### src/core/fra_pkg.sv
// constants, field layout and opcode types of the file-register alu block
// assumes one 10 MHz clock and a 32-bit AXI4-Lite register port
package fra_pkg;

  typedef enum logic [2:0] {
    FRA_OP_INC = 3'b000,
    FRA_OP_IOR = 3'b001,
    FRA_OP_LSL = 3'b010,
    FRA_OP_LSR = 3'b011,
    FRA_OP_MOV = 3'b100,
    FRA_OP_IND = 3'b101,
    FRA_OP_REL = 3'b110,
    FRA_OP_NOP = 3'b111
  } fra_op_t;

  // register word indices, byte address is four times the index
  localparam logic [5:0] FRA_IDX_INSTR = 6'h00;
  localparam logic [5:0] FRA_IDX_WREG = 6'h01;
  localparam logic [5:0] FRA_IDX_STATUS = 6'h02;
  localparam logic [5:0] FRA_IDX_PTR0 = 6'h03;
  localparam logic [5:0] FRA_IDX_PTR1 = 6'h04;
  localparam logic [5:0] FRA_IDX_BANK = 6'h05;
  localparam logic [5:0] FRA_IDX_MADDR = 6'h06;
  localparam logic [5:0] FRA_IDX_MDATA = 6'h07;

  // instruction word fields
  localparam int FRA_F_OP_LSB = 0;
  localparam int FRA_F_DEST = 3;
  localparam int FRA_F_PSEL = 4;
  localparam int FRA_F_MODE_LSB = 5;
  localparam int FRA_F_FADDR_LSB = 8;
  localparam int FRA_F_OFS_LSB = 16;
  localparam int FRA_FADDR_W = 7;
  localparam int FRA_OFS_W = 6;
  localparam int FRA_BANK_W = 5;

  // status bits
  localparam int FRA_ST_C = 0;
  localparam int FRA_ST_Z = 1;
  localparam int FRA_ST_BUSY = 2;

  // pointer update modes
  localparam logic [1:0] FRA_MODE_PREINC = 2'b00;
  localparam logic [1:0] FRA_MODE_PREDEC = 2'b01;
  localparam logic [1:0] FRA_MODE_POSTINC = 2'b10;
  localparam logic [1:0] FRA_MODE_POSTDEC = 2'b11;

  // reset values
  localparam logic [31:0] FRA_RST_INSTR = 32'h0000_0007;
  localparam logic [7:0] FRA_RST_WREG = 8'h00;
  localparam logic [15:0] FRA_RST_PTR = 16'h0000;
  localparam logic [4:0] FRA_RST_BANK = 5'h00;
  localparam logic [15:0] FRA_RST_MADDR = 16'h0000;

  localparam logic [1:0] FRA_RESP_OKAY = 2'b00;
  localparam logic [1:0] FRA_RESP_SLVERR = 2'b10;

endpackage

### src/core/fra_alu.sv
// alu of the file-register block, file operand alone or with the working register for or
// assumes the caller registers result and flags
`timescale 1ns/100ps
module fra_alu
  import fra_pkg::*;
(
  input wire fra_op_t op,
  input wire logic [7:0] w_in,
  input wire logic [7:0] f_in,
  output logic [7:0] result,
  output logic carry_out,
  output logic carry_upd,
  output logic zero
);

  always_comb begin
    result = f_in;
    carry_out = 1'b0;
    carry_upd = 1'b0;
    unique case (op)
      FRA_OP_INC: result = 8'(f_in + 8'h01);
      FRA_OP_IOR: result = w_in | f_in;
      FRA_OP_LSL: begin
        result = {f_in[6:0], 1'b0};
        carry_out = f_in[7];
        carry_upd = 1'b1;
      end
      FRA_OP_LSR: begin
        result = {1'b0, f_in[7:1]};
        carry_out = f_in[0];
        carry_upd = 1'b1;
      end
      FRA_OP_MOV, FRA_OP_IND, FRA_OP_REL, FRA_OP_NOP: result = f_in;
    endcase
    zero = (result == 8'h00);
  end

endmodule

### src/core/fra_core.sv
// file-register alu with indirect load, registers on AXI4-Lite
// assumes aclk at 10 MHz and a master keeping AXI4-Lite handshakes
`timescale 1ns/100ps
module fra_core
  import fra_pkg::*;
#(
  parameter int ADDR_W = 8,
  parameter int DATA_AW = 8
) (
  input wire logic aclk,
  input wire logic aresetn,
  input wire logic [ADDR_W-1:0] s_axi_awaddr,
  input wire logic s_axi_awvalid,
  output logic s_axi_awready,
  input wire logic [31:0] s_axi_wdata,
  input wire logic [3:0] s_axi_wstrb,
  input wire logic s_axi_wvalid,
  output logic s_axi_wready,
  output logic [1:0] s_axi_bresp,
  output logic s_axi_bvalid,
  input wire logic s_axi_bready,
  input wire logic [ADDR_W-1:0] s_axi_araddr,
  input wire logic s_axi_arvalid,
  output logic s_axi_arready,
  output logic [31:0] s_axi_rdata,
  output logic [1:0] s_axi_rresp,
  output logic s_axi_rvalid,
  input wire logic s_axi_rready
);

  // ---------------------------------------------------------------
  // state
  // ---------------------------------------------------------------
  logic [7:0] data_mem [0:(1<<DATA_AW)-1];
  logic [31:0] instr_reg;
  logic exec_reg;
  logic [7:0] w_reg;
  logic c_reg;
  logic z_reg;
  logic [15:0] ptr_reg [0:1];
  logic [FRA_BANK_W-1:0] bank_reg;
  logic [15:0] maddr_reg;
  logic awready_reg;
  logic wready_reg;
  logic bvalid_reg;
  logic [1:0] bresp_reg;
  logic arready_reg;
  logic rvalid_reg;
  logic [31:0] rdata_reg;
  logic [1:0] rresp_reg;
  logic [ADDR_W-1:0] awaddr_reg;
  logic [31:0] wdata_reg;
  logic [3:0] wstrb_reg;

  function automatic logic [DATA_AW-1:0] mem_index(input logic [15:0] a);
    return a[DATA_AW-1:0];
  endfunction

  function automatic logic [15:0] ptr_step(input logic [15:0] p, input logic down);
    return down ? 16'(p - 16'h0001) : 16'(p + 16'h0001);
  endfunction

  function automatic logic [5:0] word_index(input logic [ADDR_W-1:0] a);
    return 6'(a >> 2);
  endfunction

  function automatic logic is_mapped(input logic [ADDR_W-1:0] a);
    return word_index(a) <= FRA_IDX_MDATA;
  endfunction

  function automatic logic [31:0] merge_strb(input logic [31:0] old, input logic [31:0] nw,
                                             input logic [3:0] strb);
    logic [31:0] r;
    r = old;
    for (int i = 0; i < 4; i++) begin
      if (strb[i]) begin
        r[8*i +: 8] = nw[8*i +: 8];
      end
    end
    return r;
  endfunction

  // ---------------------------------------------------------------
  // instruction decode and operand fetch
  // ---------------------------------------------------------------
  fra_op_t op;
  logic dest;
  logic psel;
  logic [1:0] mode;
  logic [FRA_FADDR_W-1:0] faddr;
  logic [15:0] ofs16;
  logic [15:0] direct_addr;
  logic [15:0] ptr_cur;
  logic [15:0] ptr_new;
  logic [15:0] eff_addr;
  logic is_ind;
  logic [7:0] mem_rd;
  logic [7:0] alu_res;
  logic alu_c;
  logic alu_cupd;
  logic alu_z;

  assign op = fra_op_t'(instr_reg[FRA_F_OP_LSB +: 3]);
  assign dest = instr_reg[FRA_F_DEST];
  assign psel = instr_reg[FRA_F_PSEL];
  assign mode = instr_reg[FRA_F_MODE_LSB +: 2];
  assign faddr = instr_reg[FRA_F_FADDR_LSB +: FRA_FADDR_W];
  assign ofs16 = {{(16-FRA_OFS_W){instr_reg[FRA_F_OFS_LSB+FRA_OFS_W-1]}},
                  instr_reg[FRA_F_OFS_LSB +: FRA_OFS_W]};
  // bank on top of the 7-bit direct field
  assign direct_addr = {4'h0, bank_reg, faddr};
  assign ptr_cur = ptr_reg[psel];
  assign is_ind = (op == FRA_OP_IND) || (op == FRA_OP_REL);

  always_comb begin
    ptr_new = ptr_cur;
    eff_addr = ptr_cur;
    if (op == FRA_OP_REL) begin
      eff_addr = 16'(ptr_cur + ofs16);
    end else begin
      unique case (mode)
        FRA_MODE_PREINC: begin
          ptr_new = ptr_step(ptr_cur, 1'b0);
          eff_addr = ptr_new;
        end
        FRA_MODE_PREDEC: begin
          ptr_new = ptr_step(ptr_cur, 1'b1);
          eff_addr = ptr_new;
        end
        FRA_MODE_POSTINC: ptr_new = ptr_step(ptr_cur, 1'b0);
        FRA_MODE_POSTDEC: ptr_new = ptr_step(ptr_cur, 1'b1);
      endcase
    end
  end

  // indirect port has no storage, it is the pointed-to location
  assign mem_rd = data_mem[mem_index(is_ind ? eff_addr : direct_addr)];

  fra_alu u_alu (
    .op(op),
    .w_in(w_reg),
    .f_in(mem_rd),
    .result(alu_res),
    .carry_out(alu_c),
    .carry_upd(alu_cupd),
    .zero(alu_z)
  );

  // ---------------------------------------------------------------
  // register bus
  // ---------------------------------------------------------------
  logic wr_fire;
  logic [5:0] wr_idx;
  logic [31:0] wr_val;
  logic [31:0] rd_val;

  function automatic logic [31:0] reg_read(input logic [5:0] idx);
    logic [31:0] v;
    v = 32'h0000_0000;
    case (idx)
      FRA_IDX_INSTR: v = instr_reg;
      FRA_IDX_WREG: v[7:0] = w_reg;
      FRA_IDX_STATUS: begin
        v[FRA_ST_C] = c_reg;
        v[FRA_ST_Z] = z_reg;
        v[FRA_ST_BUSY] = exec_reg;
      end
      FRA_IDX_PTR0: v[15:0] = ptr_reg[0];
      FRA_IDX_PTR1: v[15:0] = ptr_reg[1];
      FRA_IDX_BANK: v[FRA_BANK_W-1:0] = bank_reg;
      FRA_IDX_MADDR: v[15:0] = maddr_reg;
      FRA_IDX_MDATA: v[7:0] = data_mem[mem_index(maddr_reg)];
      default: v = 32'h0000_0000;
    endcase
    return v;
  endfunction

  assign wr_fire = !awready_reg && !wready_reg && !bvalid_reg;
  assign wr_idx = word_index(awaddr_reg);

  always_comb begin
    wr_val = merge_strb(reg_read(wr_idx), wdata_reg, wstrb_reg);
    rd_val = reg_read(word_index(s_axi_araddr));
  end

  always_ff @(posedge aclk) begin
    if (!aresetn) begin
      awready_reg <= 1'b1;
      wready_reg <= 1'b1;
      bvalid_reg <= 1'b0;
      bresp_reg <= FRA_RESP_OKAY;
      awaddr_reg <= '0;
      wdata_reg <= 32'h0000_0000;
      wstrb_reg <= 4'h0;
    end else begin
      if (s_axi_awvalid && awready_reg) begin
        awaddr_reg <= s_axi_awaddr;
        awready_reg <= 1'b0;
      end
      if (s_axi_wvalid && wready_reg) begin
        wdata_reg <= s_axi_wdata;
        wstrb_reg <= s_axi_wstrb;
        wready_reg <= 1'b0;
      end
      if (wr_fire) begin
        bvalid_reg <= 1'b1;
        bresp_reg <= is_mapped(awaddr_reg) ? FRA_RESP_OKAY : FRA_RESP_SLVERR;
      end
      if (bvalid_reg && s_axi_bready) begin
        bvalid_reg <= 1'b0;
        awready_reg <= 1'b1;
        wready_reg <= 1'b1;
      end
    end
  end

  always_ff @(posedge aclk) begin
    if (!aresetn) begin
      arready_reg <= 1'b1;
      rvalid_reg <= 1'b0;
      rdata_reg <= 32'h0000_0000;
      rresp_reg <= FRA_RESP_OKAY;
    end else if (s_axi_arvalid && arready_reg) begin
      arready_reg <= 1'b0;
      rvalid_reg <= 1'b1;
      rdata_reg <= is_mapped(s_axi_araddr) ? rd_val : 32'h0000_0000;
      rresp_reg <= is_mapped(s_axi_araddr) ? FRA_RESP_OKAY : FRA_RESP_SLVERR;
    end else if (rvalid_reg && s_axi_rready) begin
      rvalid_reg <= 1'b0;
      arready_reg <= 1'b1;
    end
  end

  assign s_axi_awready = awready_reg;
  assign s_axi_wready = wready_reg;
  assign s_axi_bvalid = bvalid_reg;
  assign s_axi_bresp = bresp_reg;
  assign s_axi_arready = arready_reg;
  assign s_axi_rvalid = rvalid_reg;
  assign s_axi_rdata = rdata_reg;
  assign s_axi_rresp = rresp_reg;

  // ---------------------------------------------------------------
  // execution, one cycle after the instruction word is written
  // ---------------------------------------------------------------
  always_ff @(posedge aclk) begin
    if (!aresetn) begin
      instr_reg <= FRA_RST_INSTR;
      exec_reg <= 1'b0;
    end else begin
      exec_reg <= wr_fire && (wr_idx == FRA_IDX_INSTR);
      if (wr_fire && wr_idx == FRA_IDX_INSTR) begin
        instr_reg <= wr_val;
      end
    end
  end

  always_ff @(posedge aclk) begin
    if (!aresetn) begin
      w_reg <= FRA_RST_WREG;
    end else if (exec_reg && op != FRA_OP_NOP && (is_ind || !dest)) begin
      w_reg <= alu_res;
    end else if (wr_fire && wr_idx == FRA_IDX_WREG) begin
      w_reg <= wr_val[7:0];
    end
  end

  always_ff @(posedge aclk) begin
    if (!aresetn) begin
      c_reg <= 1'b0;
      z_reg <= 1'b0;
    end else if (exec_reg && op != FRA_OP_NOP) begin
      z_reg <= alu_z;
      if (alu_cupd) begin
        c_reg <= alu_c;
      end
    end else if (wr_fire && wr_idx == FRA_IDX_STATUS) begin
      c_reg <= wr_val[FRA_ST_C];
      z_reg <= wr_val[FRA_ST_Z];
    end
  end

  always_ff @(posedge aclk) begin
    if (!aresetn) begin
      ptr_reg[0] <= FRA_RST_PTR;
      ptr_reg[1] <= FRA_RST_PTR;
    end else if (exec_reg && is_ind) begin
      ptr_reg[psel] <= ptr_new;
    end else if (wr_fire && (wr_idx == FRA_IDX_PTR0 || wr_idx == FRA_IDX_PTR1)) begin
      ptr_reg[wr_idx == FRA_IDX_PTR1] <= wr_val[15:0];
    end
  end

  always_ff @(posedge aclk) begin
    if (!aresetn) begin
      bank_reg <= FRA_RST_BANK;
      maddr_reg <= FRA_RST_MADDR;
    end else if (wr_fire) begin
      if (wr_idx == FRA_IDX_BANK) begin
        bank_reg <= wr_val[FRA_BANK_W-1:0];
      end
      if (wr_idx == FRA_IDX_MADDR) begin
        maddr_reg <= wr_val[15:0];
      end
    end
  end

  always_ff @(posedge aclk) begin
    if (exec_reg && !is_ind && op != FRA_OP_NOP && dest) begin
      data_mem[mem_index(direct_addr)] <= alu_res;
    end else if (wr_fire && wr_idx == FRA_IDX_MDATA) begin
      data_mem[mem_index(maddr_reg)] <= wr_val[7:0];
    end
  end
endmodule

### config.mk
export PLATFORM = sky130hd
export DESIGN_NAME = fra_core
export DESIGN_NICKNAME = d
export VERILOG_FILES = /design/src/core/fra_pkg.sv /design/src/core/fra_alu.sv /design/src/core/fra_core.sv
export SDC_FILE = /design/constraint.sdc
export NUM_CORES = 2
export LEC_CHECK = 0
export BUFFER_PORTS_ARGS = -buffer_cell sky130_fd_sc_hd__buf_2
export CELL_PAD_IN_SITES_DETAIL_PLACEMENT = 1
export CELL_PAD_IN_SITES_GLOBAL_PLACEMENT = 1
export CORE_MARGIN = 2
export CORE_UTILIZATION = 35
export DETAILED_ROUTE_END_ITERATION = 8
export PLACE_DENSITY_LB_ADDON = 0.05
export SETUP_SLACK_MARGIN = 0.5
export SLEW_MARGIN = 20
export SYNTH_ARGS = -nofsm -noshare
export SYNTH_HDL_FRONTEND = slang
export SYNTH_HIERARCHICAL = 1
export SYNTH_SLANG_ARGS = --single-unit
### constraint.sdc
create_clock -name aclk -period 13.6 [get_ports aclk]
set_input_delay 2.72 -clock aclk [delete_from_list [all_inputs] [get_ports aclk]]
set_output_delay 2.72 -clock aclk [all_outputs]
set_load 0.02 [all_outputs]
Word-level counts from Yosys, hierarchy flattened:

Memory sizes are Yosys's and may differ from the RTL's. A register that Yosys moved wholly into a read port is not among the register bits.
Cells that the tools add are included.
Widths: inputs -> output; s select.

* flip-flop bits (word level): 149
* memories: 2
* input port bits: 59
* output and inout bits: 41
* memory bits (writable): 2080

* bitwise gates (word level): 2
* equal/unequal tests: 28
* reduce and logical (&&, ||, !) cells: 47
* mux-type cells: 62
* order comparisons: 2
* add/sub/neg operators: 4

Memories
* data_mem: words 256, bits a word 8, rd ports 2, clocked after Yosys merged registers in 1, write ports 1, line fra_core.sv:34 `logic [7:0] data_mem [0:(1<<DATA_AW)-1];`
* ptr_reg: words 2, bits a word 16, rd ports 3, clocked after Yosys merged registers in 1, write ports 2, line fra_core.sv:40 `logic [15:0] ptr_reg [0:1];`

Operators by type and width (number)
* $mux 8: 12
* $mux 16: 5
* $pmux 8 s4: 2
* $eq 6x3->1 const B: 8
* $pmux 3 s8: 2
* $pmux 8 s5: 1
* $pmux 3 s6: 2
* $mux 32: 1
* $pmux 16 s2: 1
* $reduce_or 16->1: 2
* $mux 1: 30
* $pmux 2 s7: 2
* $eq 6x2->1 const B: 4
* $logic_and 1x1->1: 18
* $add 16x1->16 const B: 1
* $pmux 8 s2: 1
* $sub 16x1->16 const B: 1
* $eq 3x3->1 const B: 4
* $eq 6x1->1 const B: 2
* $le 6x3->1 const B: 2
* $logic_not 6->1: 2
* $reduce_and 2->1: 5
* $add 8x1->8 const B: 1
* $add 8x8->8: 1
* 19 further kinds: 35

Longest topological paths before layout:

* depth after elaboration: 10
* mapped depth: 27

Cells and area by module:

The synthesis kept the hierarchy.

Modules (own cells, without submodules)
* fra_core: sequential area each 65542.9 µm², instances 1, cells each 8007, area an instance 107553.2 µm²
* fra_alu: sequential area each 0.0 µm², instances 1, cells each 84, area an instance 601.8 µm²

Least setup slack after synthesis:

Ideal clock, no wire load.

* path kind: flip-flop to flip-flop
* from: register with a tool-made name
* to: memory data_mem[0][5], data pin
* setup slack: -0.908 ns
* arrival time: 12.321 ns
* stages on the path, launching flop included: 15
* library setup time: 2.187 ns
* data required time: 11.413 ns
* buffers on the path: 5
* clock period less this slack: 14.508 ns
* cells stage by stage: dfxtp_1 > clkbuf_1 > buf_6 > nor2b_1 > buf_2 > clkbuf_1 > clkbuf_1 > a22oi_1 > a21oi_1 > nor4_1 > o22ai_1 > nor2_1 > o21ai_0 > inv_1 > o21ai_0

RTL lines (line)
* end, declared: fra_core.sv:34

==> results by stage <==
Run status:
- The flow ran to the end, and the final reports show no timing, DRC or antenna violations.

GRT:
- The global router's overall resource usage is 0.287.
- The first-pass GRT wire length is 636000 um.
- The initial antenna violation count is 34.
- The largest net degree at the start of global routing is 185.
- For this run the aggregate overflow at the end of global routing stands at 0.
- The number of global-route vias before repair is 77301.

Layout:
- The register containing the most flip-flops in the final layout is data_mem.
- The flip-flop count of the largest register after layout is 2048.
- The final net count is 8117.
- The count of fill cells added during filler insertion is 31536.
- The area of the multi-input gates is 39700 um^2.
- The area overhead of the layout relative to synthesis is 12.7%.
- In the final layout, the share of cells above drive strength 1 is 0.181.
- The area taken by flip-flops and latches is 65600 um^2.
- The core utilization of the finished layout is 0.396.
- The final standard cell area without fillers is 122000 um^2.

Logic synthesis:
- After synthesis, the cell types taking the most area are edfxtp_1 58%, mux4_2 13%, nand2_1 5.3%.
- The average instance in the mapped netlist occupies 13.4 um^2.
- The most used flip-flop cell after synthesis is edfxtp_1.
- The number of enable-type register cells in the synthesized netlist is 2080.
- The biggest area contributor in the post-synthesis netlist is edfxtp_1.
- Of the post-synthesis cell area, the dominant cell type holds 0.578.
- After synthesis the netlist holds a flip-flop and latch count of 2234.
- The post-synthesis cell count is 8091.
- For this run, asynchronously set or reset flops after synthesis account for 0.
- The distinct cell type count after synthesis is 103.
- Ranked by instance count, the synthesized netlist is headed by 2080 x edfxtp_1, 1525 x nand2_1, 604 x mux4_2, 426 x nand3_1, 408 x nor2_1.
- The most common cell in the synthesized netlist is edfxtp_1.
- Of the synthesized area, sequential elements account for 0.606.
- The synthesized netlist occupies a cell area of 108000 um^2.
- The count of synthesis-stage warnings from yosys is 6.

Floorplan:
- Row generation in the floorplan step produced 204 rows.
- The die covers 313000 um^2.
- The overall die width is 560 um.
- Pin placement for this block handled 100 I/O pins.
- The initial utilization of the core area, before any placement, comes to 0.351.
- The placeable core region is 308000 um^2.
- Measured along the y axis, the die boundary spans 560 um.

CTS:
- The cts-stage hold buffer count is 0.
- Once the clock tree was built, the resizer swapped 0 gates to a different size.
- The number of setup buffers added after CTS is 0.
- The clock root buffer master is clkbuf_16.
- The TritonCTS clock tree is done.
- CTS built an H-tree with a depth of 5.
- The clock network latency to the later pin of the worst-skew pair is 920 ps.
- After clock tree synthesis, the clock-pin slew on the worst setup and hold paths is 60 ps.
- For this design, the sink count on the clock tree is 2234.
- The number of buffers on the longest clock path is 4.
- Clock tree synthesis inserted a total of 275 buffers.

Placement:
- The congestion estimate from routability-driven global placement came to 0.884.
- The post-place setup slack is 3550 ps.
- In this run the cell area measured after placement is 113000 um^2.
- Input and output buffers added on the ports amount to 93.
- Detailed placement finished with a half-perimeter wire length of 292000 um.

Route:
- The residual DRC count is 0.
- The first routing iteration left 8186 violations.
- The final routed wirelength across all metal layers is 461000 um.
- The detail-routed via count per cell is 6.16.
- The number of search-and-repair iterations in the first detailed-routing pass is 5.
- The number of nets with antenna violations after detailed routing is 0.
- The vias after detailed routing is 76404.
- The routed wirelength normalized by instance count is 37.2 um.

Setup path:
- The maximum fanout count along the critical path is 78.
- Counting both buffers and inverters, the worst setup path holds a total of 8.
- The type of the worst setup path is reg2reg.
- The arrival time reported for the critical path endpoint is 10900 ps.
- The largest stage delay on the critical path is 1050 ps.
- At the worst endpoint, the required time is 14210 ps.
- On the critical path, the stage with the largest delay is an instance of nand4_1.
- STA classifies the critical path startpoint as a flip-flop.
- The most repeated library cell on the critical path is buf_4.
- The cell family contributing the most delay on the critical path is buffers and inverters.
- STA classifies the critical path endpoint as a flip-flop.

Timing:
- Setup repair after global routing left no endpoint under its margin.
- For the pin with the worst max-slew slack, the measured transition is 1300 ps.
- The number of hold violations in the final report is 0.
- Setup violations remaining at the end of the flow were counted as 0.
- The aggregate negative setup slack is 0 ps.
- In this run the tightest slew margin relative to its limit is 0.133.
- The worst setup skew after layout is 44.0 ps.
- The max-slew violation count is 0.
- The final critical delay including setup and external delays is 10280 ps.
- For this run, the top clock speed supported by timing is 97.3 MHz.
- Across all setup checks in the final design, the least slack found is 3320 ps.
- Of the available clock period, the critical path in the final layout requires 0.756.

Flow run:
- Max-cap violations in this run came to 0.

Power:
- The part of the total power dissipated in combinational logic is 0.139.
- The power density over the cells is 148 nW/um^2.
- The clock share of power is 0.399.
- The peak supply drop is 0.135 mV.
- The switching power share of the total is 0.283.
- For this design the total switching power over the nets is 5100 uW.
- Summed over all cells, the static leakage comes to 0.0386 uW.
- The internal portion of total power is 12900 uW.
- Of the total power, registers draw 0.462.

Min path:
- In this run the worst hold path is classified as reg2reg.
worst paths after layout:
check | from | end | slack (ps) | cells past startpoint
min | s_axi_rdata[25]$_SDFFE_PN0P_ | s_axi_rdata[25]$_SDFFE_PN0P_ | 460 | 2
max reg2reg | flip-flop | data_mem[58][6]$_DFFE_PP_ | 3320 | 25
min reg2reg | s_axi_rdata[25]$_SDFFE_PN0P_ | s_axi_rdata[25]$_SDFFE_PN0P_ | 460 | 2
max | flip-flop | data_mem[58][6]$_DFFE_PP_ | 3320 | 25
cell families (layout without fill, tap and decap cells):
group,count (synthesis),in the layout,synth area share
muxes,811,811,0.145
and+or+nand+nor,2816,2816,0.114
DFF,2234,2234,0.606
other,1,15,0.0000347
AOI/OAI and AO/OA,1484,1484,0.0990
buffers and inverters,711,884,0.0324
adders and majority gates,11,11,0.00134
xor gates and xnor gates,23,23,0.00193
per-layer routing:
| layer | global-route usage | part of all wire | vias up |
|---|---|---|---|
| met3 | 0.0460 | 0.068 | 800 |
| met5 | 0 | 0.00020 | - |
| met4 | 0.122 | 0.047 | 16 |
| met1 | 0.397 | 0.43 | 40739 |
| met2 | 0.448 | 0.46 | 3067 |
| li1 | - | - | 31782 |
worst min-delay path: stages, from the launching register on:
cell      delay, ps
dfxtp_1         300
nand2_1          50
a21boi_0         60
cell usage in the layout, fill, tap and decap left out, types with 29 or more instances in the layout:
cell / instances
buf_4: 241
a221oi_1: 30
mux2i_1: 192
a22oi_1: 319
nand3_1: 424
dfxtp_1: 150
a32o_1: 49
clkbuf_1: 70
clkinv_1: 65
clkinv_2: 31
a21boi_0: 77
edfxtp_1: 2080
clkbuf_16: 280
nor3_1: 40
buf_12: 30
nor2_2: 29
a21oi_1: 247
o21ai_0: 83
buf_2: 92
nor2_1: 373
a32oi_1: 90
o22ai_1: 41
a211oi_1: 104
nand2_1: 1522
mux4_2: 604
a311oi_1: 125
nor4_1: 32
and3_1: 196
a31oi_1: 159
power by group through the flow:
stage | combinational, uW | clock (uW) | sequential [uW]
finish | 2500 | 7200 | 8320
global route | 2640 | 7540 | 8310
CTS | 2500 | 7310 | 8310
detailed placement | 2500 | 0 | 8450
global placement | 2440 | 0 | 8450
floorplan | 1230 | 0 | 8860
area by class of cell:
type                            count  share of cell area
Clock buffer                      355              0.0602
Multi-Input combinational cell   5147               0.325
Sequential cell                  2234               0.538
Inverter                           25            0.000770
Timing Repair Buffer              364              0.0238
Antenna cell                       13            0.000267
Clock inverter                    140             0.00986
Tap cell                         4120              0.0423
through the flow:
stage               hold WS, ps  total power [uW]  instances
floorplan                   444             10100       8092
global placement            449             10900      11889
detailed placement          459             11000      11890
CTS                         467             18100      12385
global route                490             18500      12387
finish                      458             18000      12398
(Power assumes the default switching activity.)
